$ cat config.mk
export PLATFORM = sky130hd
export DESIGN_NAME = omw_ctrl
export DESIGN_NICKNAME = d
export VERILOG_FILES = /design/src/shared/omw_pkg.sv /design/src/rtl/omw_ctrl.sv
export SDC_FILE = /design/constraint.sdc
export NUM_CORES = 1
export LEC_CHECK = 0
export BUFFER_PORTS_ARGS = -buffer_cell sky130_fd_sc_hd__buf_2
export CAP_MARGIN = 25
export CORE_ASPECT_RATIO = 1.2
export CORE_MARGIN = 2
export CORE_UTILIZATION = 40
export DETAILED_ROUTE_END_ITERATION = 12
export HOLD_SLACK_MARGIN = 0.06
export PLACE_DENSITY = 0.67
export SYNTH_ARGS = -nofsm -noshare
export SYNTH_HDL_FRONTEND = slang
export SYNTH_SLANG_ARGS = --single-unit
$ cat constraint.sdc
create_clock -name clk_sys -period 2.7 [get_ports clk_sys]
set_clock_uncertainty 0.15 [all_clocks]
set_input_delay 0.405 -clock clk_sys [delete_from_list [all_inputs] [get_ports clk_sys]]
set_output_delay 0.405 -clock clk_sys [all_outputs]
set_load 0.005 [all_outputs]
$ cat src/shared/omw_pkg.sv
// omw_pkg: register map, field positions, reset values, timing and types
// for the operating mode and wake-up controller.
// assumes an APB slave with 32-bit data, one word per register.
// Behaviour
// - clock select 111 in normal moves to slow
// - slow clock from chosen low osc, once stable
// - codes 000..110 in slow return to fast divided
// - halt with both keep bits low enters sleep
// - halt, fast 0 slow 1 enters sub-only standby
// - halt with both keep bits high, both clocks
// - halt, fast 1 slow 0 enters fast-only standby
// - power-down halts core, state retained
// - power-down sets pd flag, clears timeout flag
// - power-down clears watchdog count
// - wake on port edge, reset, interrupt, watchdog
// - reset wake full reset, watchdog wake watchdog reset
// - pd flag cleared by power-up or clear-watchdog
// - watchdog wake sets timeout, resets pc and sp
// - per-pin port wake enable, resume after halt
// - masked or stack-full interrupt resumes, stays pending
// - enabled interrupt with room takes interrupt response
// - interrupt flagged before entry cannot wake
// - resume only after system oscillator stable
// - clock select resets to 000, 111 sub clock
// - enabling fast osc clears stable then sets
package omw_pkg;
	localparam logic [7:0] OMW_ADDR_CLK = 8'h00;
	localparam logic [7:0] OMW_ADDR_OSC = 8'h04;
	localparam logic [7:0] OMW_ADDR_WAKE = 8'h08;
	localparam logic [7:0] OMW_ADDR_STAT = 8'h0C;
	// clock control word fields
	localparam int OMW_CKS_LSB = 5;
	localparam int OMW_FHS_BIT = 3;
	localparam int OMW_FSS_BIT = 2;
	localparam int OMW_FHID_BIT = 1;
	localparam int OMW_FSID_BIT = 0;
	localparam logic [7:0] OMW_CLK_RST = 8'h00;
	// oscillator control word fields
	localparam int OMW_HXT_EN_BIT = 0;
	localparam int OMW_HXT_F_BIT = 1;
	localparam int OMW_HRC_EN_BIT = 2;
	localparam int OMW_HRC_F_BIT = 3;
	localparam int OMW_LXT_EN_BIT = 4;
	localparam int OMW_LXT_F_BIT = 5;
	localparam int OMW_LRC_F_BIT = 6;
	localparam int OMW_WDT_EN_BIT = 7;
	localparam logic [7:0] OMW_OSC_RST = 8'h84;
	// status word fields
	localparam int OMW_PDF_BIT = 0;
	localparam int OMW_TO_BIT = 1;
	localparam int OMW_MODE_LSB = 4;
	localparam logic [2:0] OMW_CKS_SUB = 3'h7;
	localparam logic [7:0] OMW_WAKE_RST = 8'h00;
	// oscillator start-up figure and derived cycle count
	localparam int OMW_CLK_MHZ = 200;
	localparam int OMW_OSC_START_NS = 1000;
	localparam int OMW_OSC_START_CYC = (OMW_OSC_START_NS * OMW_CLK_MHZ + 999) / 1000;

	typedef enum logic [2:0] {
		OMW_NORMAL = 3'b000,
		OMW_SLOW = 3'b001,
		OMW_HALTED = 3'b011,
		OMW_WAKING = 3'b010
	} omw_state_t;

	typedef enum logic [1:0] {
		OMW_PD_SLEEP = 2'b00,
		OMW_PD_SUB = 2'b01,
		OMW_PD_BOTH = 2'b11,
		OMW_PD_FAST = 2'b10
	} omw_pd_t;

	typedef struct packed {
		logic fast_on;
		logic sub_on;
		logic cpu_on;
		logic [2:0] divide;
	} omw_clk_t;

	typedef struct packed {
		logic resume;
		logic take_irq;
		logic wdt_reset;
		logic full_reset;
	} omw_wake_t;
endpackage

$ cat src/rtl/omw_ctrl.sv
// omw_ctrl: operating mode switching, power-down entry and wake-up control.
// assumes core pulses halt and clear-watchdog for one cycle; oscillators and
// watchdog counter are outside; stability is reported as a level, overflow as a pulse.
//
// The register offsets and the APB register port are this design's own decisions.
module omw_ctrl #(
	parameter int PORT_W = 8,
	parameter int START_CYC = omw_pkg::OMW_OSC_START_CYC
) (
	input wire logic clk_sys, // system clock
	input wire logic sys_rst, // async reset, high
	input wire logic psel, // apb select
	input wire logic penable, // apb enable
	input wire logic pwrite, // apb direction
	input wire logic [7:0] paddr, // apb byte address
	input wire logic [31:0] pwdata, // apb write data
	output logic [31:0] prdata, // apb read data
	output logic pready, // apb ready
	output logic pslverr, // apb error
	input wire logic halt_exec, // power-down instruction pulse
	input wire logic clr_wdt_exec, // clear-watchdog instruction pulse
	input wire logic ext_reset, // external reset request
	input wire logic wdt_overflow, // watchdog overflow pulse
	input wire logic irq_req, // interrupt request level
	input wire logic irq_enabled, // interrupt enabled
	input wire logic stack_full, // stack full
	input wire logic [PORT_W-1:0] porta_in, // port a pins
	input wire logic fast_osc_ready, // fast osc settled
	input wire logic slow_osc_ready, // slow osc settled
	output omw_pkg::omw_clk_t clk_ctrl, // clock gating and divide
	output omw_pkg::omw_wake_t wake_evt, // wake outcome pulses
	output logic core_stall, // core halted
	output logic wdt_clear, // watchdog count clear pulse
	output logic wdt_run // watchdog count enable
);
	omw_pkg::omw_state_t state_reg;
	omw_pkg::omw_pd_t pd_reg;
	logic [7:0] clk_reg, osc_reg, wake_en_reg;
	logic pdf_reg, to_reg, irq_block_reg, hxt_f_reg, hrc_f_reg;
	logic [PORT_W-1:0] porta_prev_reg;
	logic [$clog2(START_CYC+1)-1:0] start_cnt_reg;
	logic [2:0] cks;
	logic wr, rd_ok, port_fall, irq_wake, any_wake;
	logic [31:0] rdata_next;
	logic [7:0] status;

	assign cks = clk_reg[omw_pkg::OMW_CKS_LSB +: 3];
	assign wr = psel && penable && pwrite;
	assign rd_ok = (paddr == omw_pkg::OMW_ADDR_CLK) || (paddr == omw_pkg::OMW_ADDR_OSC) ||
		(paddr == omw_pkg::OMW_ADDR_WAKE) || (paddr == omw_pkg::OMW_ADDR_STAT);
	// pins sampled only to find edges; in a clockless sleep the pad cell latches this
	assign port_fall = |(porta_prev_reg & ~porta_in[PORT_W-1:0] & wake_en_reg[PORT_W-1:0]);
	assign irq_wake = irq_req && !irq_block_reg;
	assign any_wake = port_fall || ext_reset || wdt_overflow || irq_wake;
	assign status = {1'b0, state_reg, 2'b00, to_reg, pdf_reg};

	// apb slave, zero wait states
	always_ff @(posedge clk_sys or posedge sys_rst) begin
		if (sys_rst) begin
			pready <= 1'b0;
			pslverr <= 1'b0;
			prdata <= 32'h0000_0000;
		end else begin
			pready <= psel && !penable;
			pslverr <= psel && !penable && !rd_ok;
			prdata <= rdata_next;
		end
	end

	always_comb begin
		rdata_next = 32'h0000_0000;
		unique case (paddr)
			omw_pkg::OMW_ADDR_CLK: rdata_next[7:0] = clk_reg & 8'hEF;
			omw_pkg::OMW_ADDR_OSC: rdata_next[7:0] = {osc_reg[7], slow_osc_ready,
				osc_reg[5:4], hrc_f_reg, osc_reg[2], hxt_f_reg, osc_reg[0]};
			omw_pkg::OMW_ADDR_WAKE: rdata_next[7:0] = wake_en_reg;
			omw_pkg::OMW_ADDR_STAT: rdata_next[7:0] = status;
			default: rdata_next = 32'h0000_0000;
		endcase
	end

	// software control words; accessed only in a two-phase transfer
	always_ff @(posedge clk_sys or posedge sys_rst) begin
		if (sys_rst) begin
			clk_reg <= omw_pkg::OMW_CLK_RST;
			osc_reg <= omw_pkg::OMW_OSC_RST;
			wake_en_reg <= omw_pkg::OMW_WAKE_RST;
		end else if (wr && pready) begin
			unique case (paddr)
				omw_pkg::OMW_ADDR_CLK: clk_reg <= pwdata[7:0] & 8'hEF;
				omw_pkg::OMW_ADDR_OSC: osc_reg <= pwdata[7:0];
				omw_pkg::OMW_ADDR_WAKE: wake_en_reg <= pwdata[7:0];
				default: clk_reg <= clk_reg;
			endcase
		end
	end

	// fast osc stable flags: cleared on enable, set once settled
	always_ff @(posedge clk_sys or posedge sys_rst) begin
		if (sys_rst) begin
			hxt_f_reg <= 1'b0;
			hrc_f_reg <= 1'b0;
		end else begin
			if (wr && pready && paddr == omw_pkg::OMW_ADDR_OSC &&
				pwdata[omw_pkg::OMW_HXT_EN_BIT] && !osc_reg[omw_pkg::OMW_HXT_EN_BIT])
				hxt_f_reg <= 1'b0;
			else
				hxt_f_reg <= osc_reg[omw_pkg::OMW_HXT_EN_BIT] && fast_osc_ready;
			if (wr && pready && paddr == omw_pkg::OMW_ADDR_OSC &&
				pwdata[omw_pkg::OMW_HRC_EN_BIT] && !osc_reg[omw_pkg::OMW_HRC_EN_BIT])
				hrc_f_reg <= 1'b0;
			else
				hrc_f_reg <= osc_reg[omw_pkg::OMW_HRC_EN_BIT] && fast_osc_ready;
		end
	end

	// operating mode sequencer
	always_ff @(posedge clk_sys or posedge sys_rst) begin
		if (sys_rst) begin
			state_reg <= omw_pkg::OMW_NORMAL;
			pd_reg <= omw_pkg::OMW_PD_SLEEP;
			start_cnt_reg <= '0;
		end else begin
			unique case (state_reg)
				omw_pkg::OMW_NORMAL: begin
					if (halt_exec) begin
						state_reg <= omw_pkg::OMW_HALTED;
						pd_reg <= omw_pkg::omw_pd_t'({clk_reg[omw_pkg::OMW_FHID_BIT],
							clk_reg[omw_pkg::OMW_FSID_BIT]});
					end else if (cks == omw_pkg::OMW_CKS_SUB && slow_osc_ready)
						state_reg <= omw_pkg::OMW_SLOW;
				end
				omw_pkg::OMW_SLOW: begin
					if (halt_exec) begin
						state_reg <= omw_pkg::OMW_HALTED;
						pd_reg <= omw_pkg::omw_pd_t'({clk_reg[omw_pkg::OMW_FHID_BIT],
							clk_reg[omw_pkg::OMW_FSID_BIT]});
					end else if (cks != omw_pkg::OMW_CKS_SUB && fast_osc_ready)
						state_reg <= omw_pkg::OMW_NORMAL;
				end
				omw_pkg::OMW_HALTED: begin
					start_cnt_reg <= '0;
					if (any_wake && !ext_reset && !wdt_overflow)
						state_reg <= omw_pkg::OMW_WAKING;
					else if (ext_reset || wdt_overflow)
						state_reg <= omw_pkg::OMW_NORMAL;
				end
				omw_pkg::OMW_WAKING: begin
					if (start_cnt_reg < START_CYC[$bits(start_cnt_reg)-1:0])
						start_cnt_reg <= start_cnt_reg + 1'b1;
					else if (cks == omw_pkg::OMW_CKS_SUB ? slow_osc_ready : fast_osc_ready)
						state_reg <= (cks == omw_pkg::OMW_CKS_SUB) ?
							omw_pkg::OMW_SLOW : omw_pkg::OMW_NORMAL;
				end
				default: state_reg <= omw_pkg::OMW_NORMAL;
			endcase
		end
	end

	// interrupt already pending at entry cannot wake
	always_ff @(posedge clk_sys or posedge sys_rst) begin
		if (sys_rst)
			irq_block_reg <= 1'b0;
		else if (halt_exec && state_reg != omw_pkg::OMW_HALTED)
			irq_block_reg <= irq_req;
		else if (!irq_req)
			irq_block_reg <= 1'b0;
	end

	always_ff @(posedge clk_sys or posedge sys_rst) begin
		if (sys_rst)
			porta_prev_reg <= '0;
		else
			porta_prev_reg <= porta_in;
	end

	// status flags; timeout set wins over a same-cycle clear
	always_ff @(posedge clk_sys or posedge sys_rst) begin
		if (sys_rst) begin
			pdf_reg <= 1'b0;
			to_reg <= 1'b0;
		end else begin
			if (halt_exec && state_reg != omw_pkg::OMW_HALTED)
				pdf_reg <= 1'b1;
			else if (clr_wdt_exec)
				pdf_reg <= 1'b0;
			if (state_reg == omw_pkg::OMW_HALTED && wdt_overflow)
				to_reg <= 1'b1;
			else if (halt_exec && state_reg != omw_pkg::OMW_HALTED)
				to_reg <= 1'b0;
		end
	end

	// outputs, all registered
	always_ff @(posedge clk_sys or posedge sys_rst) begin
		if (sys_rst) begin
			clk_ctrl <= '{fast_on: 1'b1, sub_on: 1'b1, cpu_on: 1'b1, divide: 3'h0};
			wake_evt <= '0;
			core_stall <= 1'b0;
			wdt_clear <= 1'b0;
			wdt_run <= 1'b1;
		end else begin
			wdt_clear <= (halt_exec && state_reg != omw_pkg::OMW_HALTED) ||
				clr_wdt_exec;
			wdt_run <= osc_reg[omw_pkg::OMW_WDT_EN_BIT];
			core_stall <= (state_reg == omw_pkg::OMW_HALTED) ||
				(state_reg == omw_pkg::OMW_WAKING) || halt_exec;
			clk_ctrl.cpu_on <= !(state_reg == omw_pkg::OMW_HALTED ||
				state_reg == omw_pkg::OMW_WAKING);
			clk_ctrl.divide <= cks;
			if (state_reg == omw_pkg::OMW_HALTED) begin
				clk_ctrl.fast_on <= pd_reg[1];
				clk_ctrl.sub_on <= pd_reg[0];
			end else begin
				// fast clock may be dropped by software only in slow mode
				clk_ctrl.fast_on <= (state_reg != omw_pkg::OMW_SLOW) ||
					osc_reg[omw_pkg::OMW_HXT_EN_BIT] || osc_reg[omw_pkg::OMW_HRC_EN_BIT];
				clk_ctrl.sub_on <= 1'b1;
			end
			wake_evt.full_reset <= state_reg == omw_pkg::OMW_HALTED && ext_reset;
			wake_evt.wdt_reset <= state_reg == omw_pkg::OMW_HALTED && !ext_reset &&
				wdt_overflow;
			wake_evt.resume <= 1'b0;
			wake_evt.take_irq <= 1'b0;
			if (state_reg == omw_pkg::OMW_WAKING && start_cnt_reg >=
				START_CYC[$bits(start_cnt_reg)-1:0] &&
				(cks == omw_pkg::OMW_CKS_SUB ? slow_osc_ready : fast_osc_ready)) begin
				wake_evt.take_irq <= irq_req && irq_enabled && !stack_full;
				wake_evt.resume <= !(irq_req && irq_enabled && !stack_full);
			end
		end
	end
endmodule

== Word level (Yosys, flattened, before mapping) ==
Cells that the tools add are included.

* Register bits: 72
* Bits of input ports: 62
* Logic and storage cells: 134

* $add $sub $neg: 1
* $lt $le $gt $ge: 2
* Equal/unequal tests: 17
* Mux-type cells: 24
* Bitwise operators: 3
* Reduce and logical (&&, ||, !) cells: 61

{| class="wikitable"
|+ Operator list
! cell !! count
|-
| $pmux 8 s4 || 1
|-
| $logic_and 1x1->1 || 26
|-
| $mux 3 || 8
|-
| $and 8x8->8 || 2
|-
| $eq 8x4->1 const B || 2
|-
| $pmux 8 s2 || 1
|-
| $logic_or 1x1->1 || 12
|-
| $ne 3x3->1 const B || 4
|-
| $pmux 3 s4 || 1
|-
| $logic_not 1->1 || 10
|-
| $mux 1 || 10
|-
| $reduce_and 2->1 || 5
|-
| $add 8x1->8 const B || 1
|-
| $eq 8x3->1 const B || 1
|-
| $ge 8x8->1 const B || 1
|-
| $logic_not 8->1 || 1
|-
| $lt 8x8->1 const B || 1
|-
| $mux 8 || 1
|-
| $not 8->8 || 1
|-
| $reduce_or 8->1 || 1
|-
| $eq 3x2->1 const B || 2
|-
| $reduce_bool 2->1 || 3
|-
| $reduce_and 5->1 || 1
|-
| $mux 2 || 2
|-
| other kinds (8) || 10
|}

== Depth between registers and ports, before layout ==
Gate-level depths: netlist of the first run.

* Depth after elaboration: 11
* Depth in mapped cells: 5
* Depth with buffers taken out: 4

== Worst setup path after synthesis of the first run ==
Ideal clock, no wire load.

* Kind: input to register
* Start point: input port paddr[1]
* End point: register wake_en_reg[0]
* Setup time: 0.125 ns
* Arrival: 1.775 ns
* Data required time: 2.425 ns
* Path slack: 0.650 ns
* Cell stages on the path: 5
* Path buffers: 1
* Cells stage by stage: nor4_4 > nand2_2 > or4_1 > buf_6 > mux2_4

* Longest elaborated chain between the ends: 2

{| class="wikitable"
|+ RTL lines
! item !! RTL line !! source
|-
| start: declaration || omw_ctrl.sv:15 || <nowiki>input wire logic [7:0] paddr,</nowiki>
|-
| $eq 8x4->1 || omw_ctrl.sv:89 || <nowiki>unique case (paddr)</nowiki>
|-
| $reduce_and 2->1 (no source line) || n/a ||
|-
| end signal: assignment || omw_ctrl.sv:87 || <nowiki>wake_en_reg <= omw_pkg::OMW_WAKE_RST;</nowiki>
|-
| end signal: assignment || omw_ctrl.sv:92 || <nowiki>omw_pkg::OMW_ADDR_WAKE: wake_en_reg <= pwdata[7:0];</nowiki>
|-
| end: declaration || omw_ctrl.sv:38 || <nowiki>logic [7:0] clk_reg, osc_reg, wake_en_reg;</nowiki>
|}

No other way between the ends.
A chain may end at the register's enable or synchronous reset.

== Worst setup path after layout of the first run ==
* Start point: input port paddr[1]
* End point: register clk_reg[1]

* Longest elaborated chain between the ends: 2

{| class="wikitable"
|+ RTL lines
! item !! RTL line !! source
|-
| $logic_not 8->1 || omw_ctrl.sv:89 ||
|-
| $reduce_and 2->1 (no source line) || n/a ||
|-
| end signal: assignment || omw_ctrl.sv:85 || <nowiki>clk_reg <= omw_pkg::OMW_CLK_RST;</nowiki>
|-
| end signal: assignment || omw_ctrl.sv:90 || <nowiki>omw_pkg::OMW_ADDR_CLK: clk_reg <= pwdata[7:0] & 8'hEF;</nowiki>
|-
| end signal: assignment || omw_ctrl.sv:93 || <nowiki>default: clk_reg <= clk_reg;</nowiki>
|-
| end: declaration || omw_ctrl.sv:38 ||
|}

No other way between the ends.

==> impl_metrics.env, run 1 <==
export IMPL_cts_hold_buffers=9
export IMPL_max_slew_margin=0.562
export IMPL_routedWlPerCell_um=14.7
export IMPL_worstHoldPathType="in2reg"
export IMPL_cts_made_buffers=9
export IMPL_grt_pass1_vias=1996
export IMPL_row_count=34
export IMPL_synthArstFlopShare=1.00
export IMPL_cts_htree_levels=3
export IMPL_tns_ps=0
export IMPL_cp_max_fo=9
export IMPL_synth_ff_type="dfrtp_1"
export IMPL_synth_seq_cells=68
export IMPL_ant_nets=0
export IMPL_fin_crit_sh=0.782
export IMPL_drtPass1Iterations=4
export IMPL_power_leakage_nw=1.91
export IMPL_viasPerCell=4.87
export IMPL_max_stage_delay_ps=760
export IMPL_cts_setup_buffers=0
export IMPL_path_buf_inv=1
export IMPL_finalNetCount=386
export IMPL_cap_violations=0
export IMPL_synth_seq_area_share=0.561
export IMPL_cp_startpoint="paddr[1]"
export IMPL_die_width_um=83.7
export IMPL_cts_repair_resized=0
export IMPL_clk_latency_ps=340
export IMPL_final_cells=417
export IMPL_critPathSlowestCell="or4_1"
export IMPL_hold_viol_final=0
export IMPL_crit_arrival_ps=2180
export IMPL_io_buffers=60
export IMPL_path_clk_slew_ps=70
export IMPL_die_y_um=99.6
export IMPL_worst_slew_pin_slew_ps=657
export IMPL_antennaDiodeCount=0
export IMPL_cp_required_ps=2770
export IMPL_drive_gt1_frac=0.343
export IMPL_slew_viol_final=0
export IMPL_crit_chain="buf_2 -> nor4_4 -> nand2_2 -> or4_1 -> mux2_4"
export IMPL_total_power_mw=2.53
export IMPL_whs_ps=83.5
export IMPL_die_area_um2=8330
export IMPL_timing_rr_start="state_reg[1]$_DFFE_PP0P_"
export IMPL_place_gp_congestion=0.787
export IMPL_ioPinCount=109
export IMPL_dp_cells=392
export IMPL_ir_worst_vdd_mv=0.331
export IMPL_yosys_warnings=0
export IMPL_grt_max_degree=40
export IMPL_synth_cell_type_count=46
export IMPL_core_um2=7320
export IMPL_startpoint_type="input port"
export IMPL_area_growth_pct=22.1
export IMPL_dp_hpwl_um=4390
export IMPL_worstHoldStart="penable"
export IMPL_post_route_drc_count=0
export IMPL_syn_area_um2=3050
export IMPL_critPathTopFamily="simple AND/OR/NAND/NOR gates"
export IMPL_routed_wl_um=6150
export IMPL_power_density_nw_per_um2=681
export IMPL_nFillCells=655
export IMPL_max_freq_ghz=0.474
export IMPL_num_vias=2032
export IMPL_drt_iter0_drc=118
export IMPL_synth_edf_count=0
export IMPL_track_usage=0.153
export IMPL_syn_avg_cell_area_um2=12.3
export IMPL_rsz0062_at_grt="false"
export IMPL_cts_tree="built"
export IMPL_antenna_found_initial=0
export IMPL_cts_sinks=68
export IMPL_initial_core_util=0.416
export IMPL_status="completed"
export IMPL_synthCells=247
export IMPL_fin_crit_ps=2110
export IMPL_endpoint_kind="register"
export IMPL_clockRootBuffer="clkbuf_8"
export IMPL_grt_pass1_wl_um=9870
export IMPL_setup_viol=0
export IMPL_overflow=0
export IMPL_critPathKind="in2reg"
export IMPL_clockBufferDepth=2
## path summary, 6_finish.rpt
check                      slack (ps)                endpoint  cells past startpoint
setup / recovery                  590  clk_reg[1]$_DFFE_PP0P_                      5
hold / removal                     80        pready$_DFF_PP0_                      2
setup reg to reg                  830   wake_evt[2]$_DFF_PP0_                      3
hold reg to reg                   230       wdt_run$_DFF_PP1_                      0
max in group asynchronous        1140   clk_ctrl[5]$_DFF_PP1_                      4
min in group asynchronous         560   wake_evt[3]$_DFF_PP0_                      3
## power by group
group          switching, mW  total, mW  internal [mW]
Clock                  0.379       1.09          0.710
Combinational          0.162      0.293          0.131
Sequential            0.0633       1.15           1.09
## final cells by class
type / instances / area (µm²) / area share
well taps: 90 / 113 / 0.0303
clock buffers: 10 / 128 / 0.0343
repair buffers: 74 / 440 / 0.118
flip-flops and latches: 68 / 1710 / 0.459
clock inverters: 6 / 136 / 0.0367
multi-input cells: 159 / 1160 / 0.311
inverters: 10 / 37.5 / 0.0101
## metrics by stage
| stage | cell area, µm² | setup WS, ps | util |
|---|---|---|---|
| global placement | 3370 | 234 | 0.460 |
| finish | 3720 | 590 | 0.508 |
| detailed placement | 3370 | 219 | 0.460 |
| floorplan | 3130 | 443 | - |
| global route | 3720 | 471 | 0.508 |
| CTS | 3720 | 573 | 0.508 |
## logic make-up (layout without fill, tap and decap cells)
| kind of cell | count (synthesis) | after routing | synth area share |
|---|---|---|---|
| DFF | 68 | 68 | 0.561 |
| other | 1 | 24 | 0.00123 |
| AOI/OAI and AO/OA | 41 | 41 | 0.0887 |
| muxes | 30 | 30 | 0.139 |
| buffers and inverters | 43 | 100 | 0.0875 |
| adders and majority gates | 2 | 2 | 0.00822 |
| and+or+nand+nor | 62 | 62 | 0.114 |
## routing by layer
| layer | global-route usage | share of wire | vias to the layer above |
|---|---|---|---|
| met5 | 0 | 0 | - |
| met4 | 0.0881 | 0.025 | 0 |
| met3 | 0.0332 | 0.042 | 15 |
| met2 | 0.246 | 0.51 | 56 |
| met1 | 0.192 | 0.42 | 991 |
| li1 | - | - | 970 |
## layout by cell type, fill, tap and decap left out, drive strengths merged, types with 3 or more instances in the layout
master	synthesis	layout
mux4	3	3
clkbuf	6	10
nand2	12	12
o21ai	9	9
inv	10	11
o31ai	4	4
bufinv	0	4
nor2	14	14
and2	6	6
nand3b	4	4
conb	1	24
a21oi	9	9
dlygate4sd3	0	9
dfrtp	62	62
nand4	4	4
dfstp	6	6
a31oi	4	4
and3	5	5
nand3	4	4
mux2	23	23
mux2i	4	4
buf	27	65
## Yosys cell counts (3+ instances only)
library cell | n | share of area
nor2_1 | 14 | 0.017
a31oi_1 | 4 | 0.0082
a21oi_1 | 9 | 0.015
clkbuf_1 | 6 | 0.0074
nand4_1 | 4 | 0.0082
o21ai_0 | 9 | 0.015
mux2_2 | 3 | 0.011
mux4_2 | 3 | 0.022
mux2_1 | 5 | 0.018
buf_4 | 24 | 0.059
nand3b_1 | 4 | 0.0099
and3_1 | 5 | 0.010
nand2_1 | 11 | 0.014
o31ai_1 | 4 | 0.0099
dfrtp_1 | 62 | 0.51
and2_1 | 6 | 0.012
mux2_4 | 15 | 0.074
nand3_1 | 4 | 0.0066
mux2i_1 | 4 | 0.013
dfstp_2 | 6 | 0.052
inv_1 | 10 | 0.012
(Power assumes the default switching activity.)
==> run 2, diff against run 1 <==
clock period = 2 ns   (was 2.7 ns; I/O delays follow)
==> impl_metrics.env, run 2 (synthesized netlist as in run 1, its figures left out) <==
export IMPL_r2r_cells=4
export IMPL_cts_htree_levels=3
export IMPL_endpoint_kind="register"
export IMPL_cp_max_fo=4
export IMPL_crit_arrival_ps=1880
export IMPL_clk_latency_ps=330
export IMPL_rsz0062_at_grt="false"
export IMPL_hold_viol_final=0
export IMPL_num_vias=2122
export IMPL_timing_rr_start="pready$_DFF_PP0_"
export IMPL_status="completed"
export IMPL_critPathTopFamily="simple AND/OR/NAND/NOR gates"
export IMPL_setup_viol=0
export IMPL_routedWlPerCell_um=14.2
export IMPL_worstHoldStart="pwdata[2]"
export IMPL_antennaDiodeCount=0
export IMPL_overflow=0
export IMPL_slew_viol_final=0
export IMPL_critPathSlowestCell="or4_4"
export IMPL_cp_required_ps=2060
export IMPL_core_um2=7320
export IMPL_antenna_found_initial=0
export IMPL_max_freq_ghz=0.550
export IMPL_path_buf_inv=1
export IMPL_routed_wl_um=6210
export IMPL_cts_made_buffers=9
export IMPL_dp_hpwl_um=4520
export IMPL_track_usage=0.160
export IMPL_die_area_um2=8330
export IMPL_clockBufferDepth=2
export IMPL_dp_cells=404
export IMPL_nFillCells=669
export IMPL_power_density_nw_per_um2=774
export IMPL_whs_ps=72.2
export IMPL_cp_num_cells=4
export IMPL_ant_nets=0
export IMPL_clockRootBuffer="clkbuf_8"
export IMPL_holdPathStages=2
export IMPL_initial_core_util=0.416
export IMPL_die_width_um=83.7
export IMPL_post_route_drc_count=0
export IMPL_total_power_mw=2.96
export IMPL_crit_chain="nand4_1 -> or4_4 -> buf_6 -> mux2_4"
export IMPL_max_stage_delay_ps=560
export IMPL_viasPerCell=4.87
export IMPL_layout_commonest_cell="dfrtp_1"
export IMPL_final_cells=436
export IMPL_post_place_ws_ps=-145
export IMPL_die_y_um=99.6
export IMPL_area_growth_pct=25.4
export IMPL_ir_worst_vdd_mv=0.375
export IMPL_grt_pass1_vias=2179
export IMPL_rrSetupSlack_ps=180
export IMPL_place_gp_congestion=0.763
export IMPL_cts_sinks=68
export IMPL_fin_crit_ps=1820
export IMPL_io_buffers=60
export IMPL_grt_max_degree=34
export IMPL_finalNetCount=405
export IMPL_fin_ws_ps=182
export IMPL_row_count=34
export IMPL_fin_crit_sh=0.909
export IMPL_cap_violations=0
export IMPL_cts_tree="built"
export IMPL_drt_iter0_drc=113
export IMPL_path_clk_slew_ps=70
export IMPL_drive_gt1_frac=0.355
export IMPL_critPathKind="reg2reg"
export IMPL_worstHoldPathType="in2reg"
export IMPL_layout_common_cells="dfrtp_1 (62), buf_2 (59), conb_1 (24)"
export IMPL_tns_ps=0
export IMPL_ioPinCount=109
export IMPL_worstHoldEndpoint="osc_reg[2]$_DFFE_PP1P_"
export IMPL_startpoint_type="register"
export IMPL_grt_pass1_wl_um=10400
export IMPL_drtPass1Iterations=6
export IMPL_power_leakage_nw=1.97
export IMPL_rr_endpoint="clk_reg[0]$_DFFE_PP0P_"
run 2: layout make-up:
class,count,area (µm²),area share
clock inverters,2,10.0,0.00262
well taps,90,113,0.0295
inverters,10,41.3,0.0108
flip-flops and latches,68,1710,0.448
multi-input cells,159,1160,0.305
repair buffers,93,619,0.162
clock buffers,14,163,0.0426
run 2: how the worst max path moves through the flow:
stage,startpoint,endpoint,slack [ps]
floorplan,paddr[1],wake_en_reg[0]$_DFFE_PP0P_,50
global placement,paddr[1],clk_reg[2]$_DFFE_PP0P_,-140
detailed placement,paddr[1],wake_en_reg[7]$_DFFE_PP0P_,-140
CTS,penable,clk_reg[0]$_DFFE_PP0P_,30
global route,pready$_DFF_PP0_,clk_reg[2]$_DFFE_PP0P_,110
finish,pready$_DFF_PP0_,clk_reg[0]$_DFFE_PP0P_,180
run 2: per-layer routing:
layer / share of wire / GRT usage / up-vias
met3: 0.035 / 0.0324 / 9
li1: - / - / 1007
met2: 0.52 / 0.265 / 53
met1: 0.43 / 0.194 / 1053
met5: 0 / 0 / -
met4: 0.020 / 0.0955 / 0
run 2: what timing repair did:
item / 4_1_cts / 5_1_grt
setup endpoints to repair: 0 / 15
buffers inserted: 0 / 0
resized for setup: 0 / 6
hold buffers: 17 / 0
endpoints found under the hold margin: 36 / 0
run 2: report_power, final:
group	leakage, nW	switching [mW]	internal, mW
clock network	0.0905	0.466	0.515
logic	0.999	0.214	0.199
registers	0.883	0.0935	1.47
total	1.97	0.773	2.18
run 2: metrics by stage:
| stage | utilization | cell area [µm²] |
|---|---|---|
| global placement | 0.473 | 3460 |
| detailed placement | 0.473 | 3460 |
| finish | 0.522 | 3820 |
| CTS | 0.520 | 3800 |
| floorplan | - | 3140 |
| global route | 0.522 | 3820 |
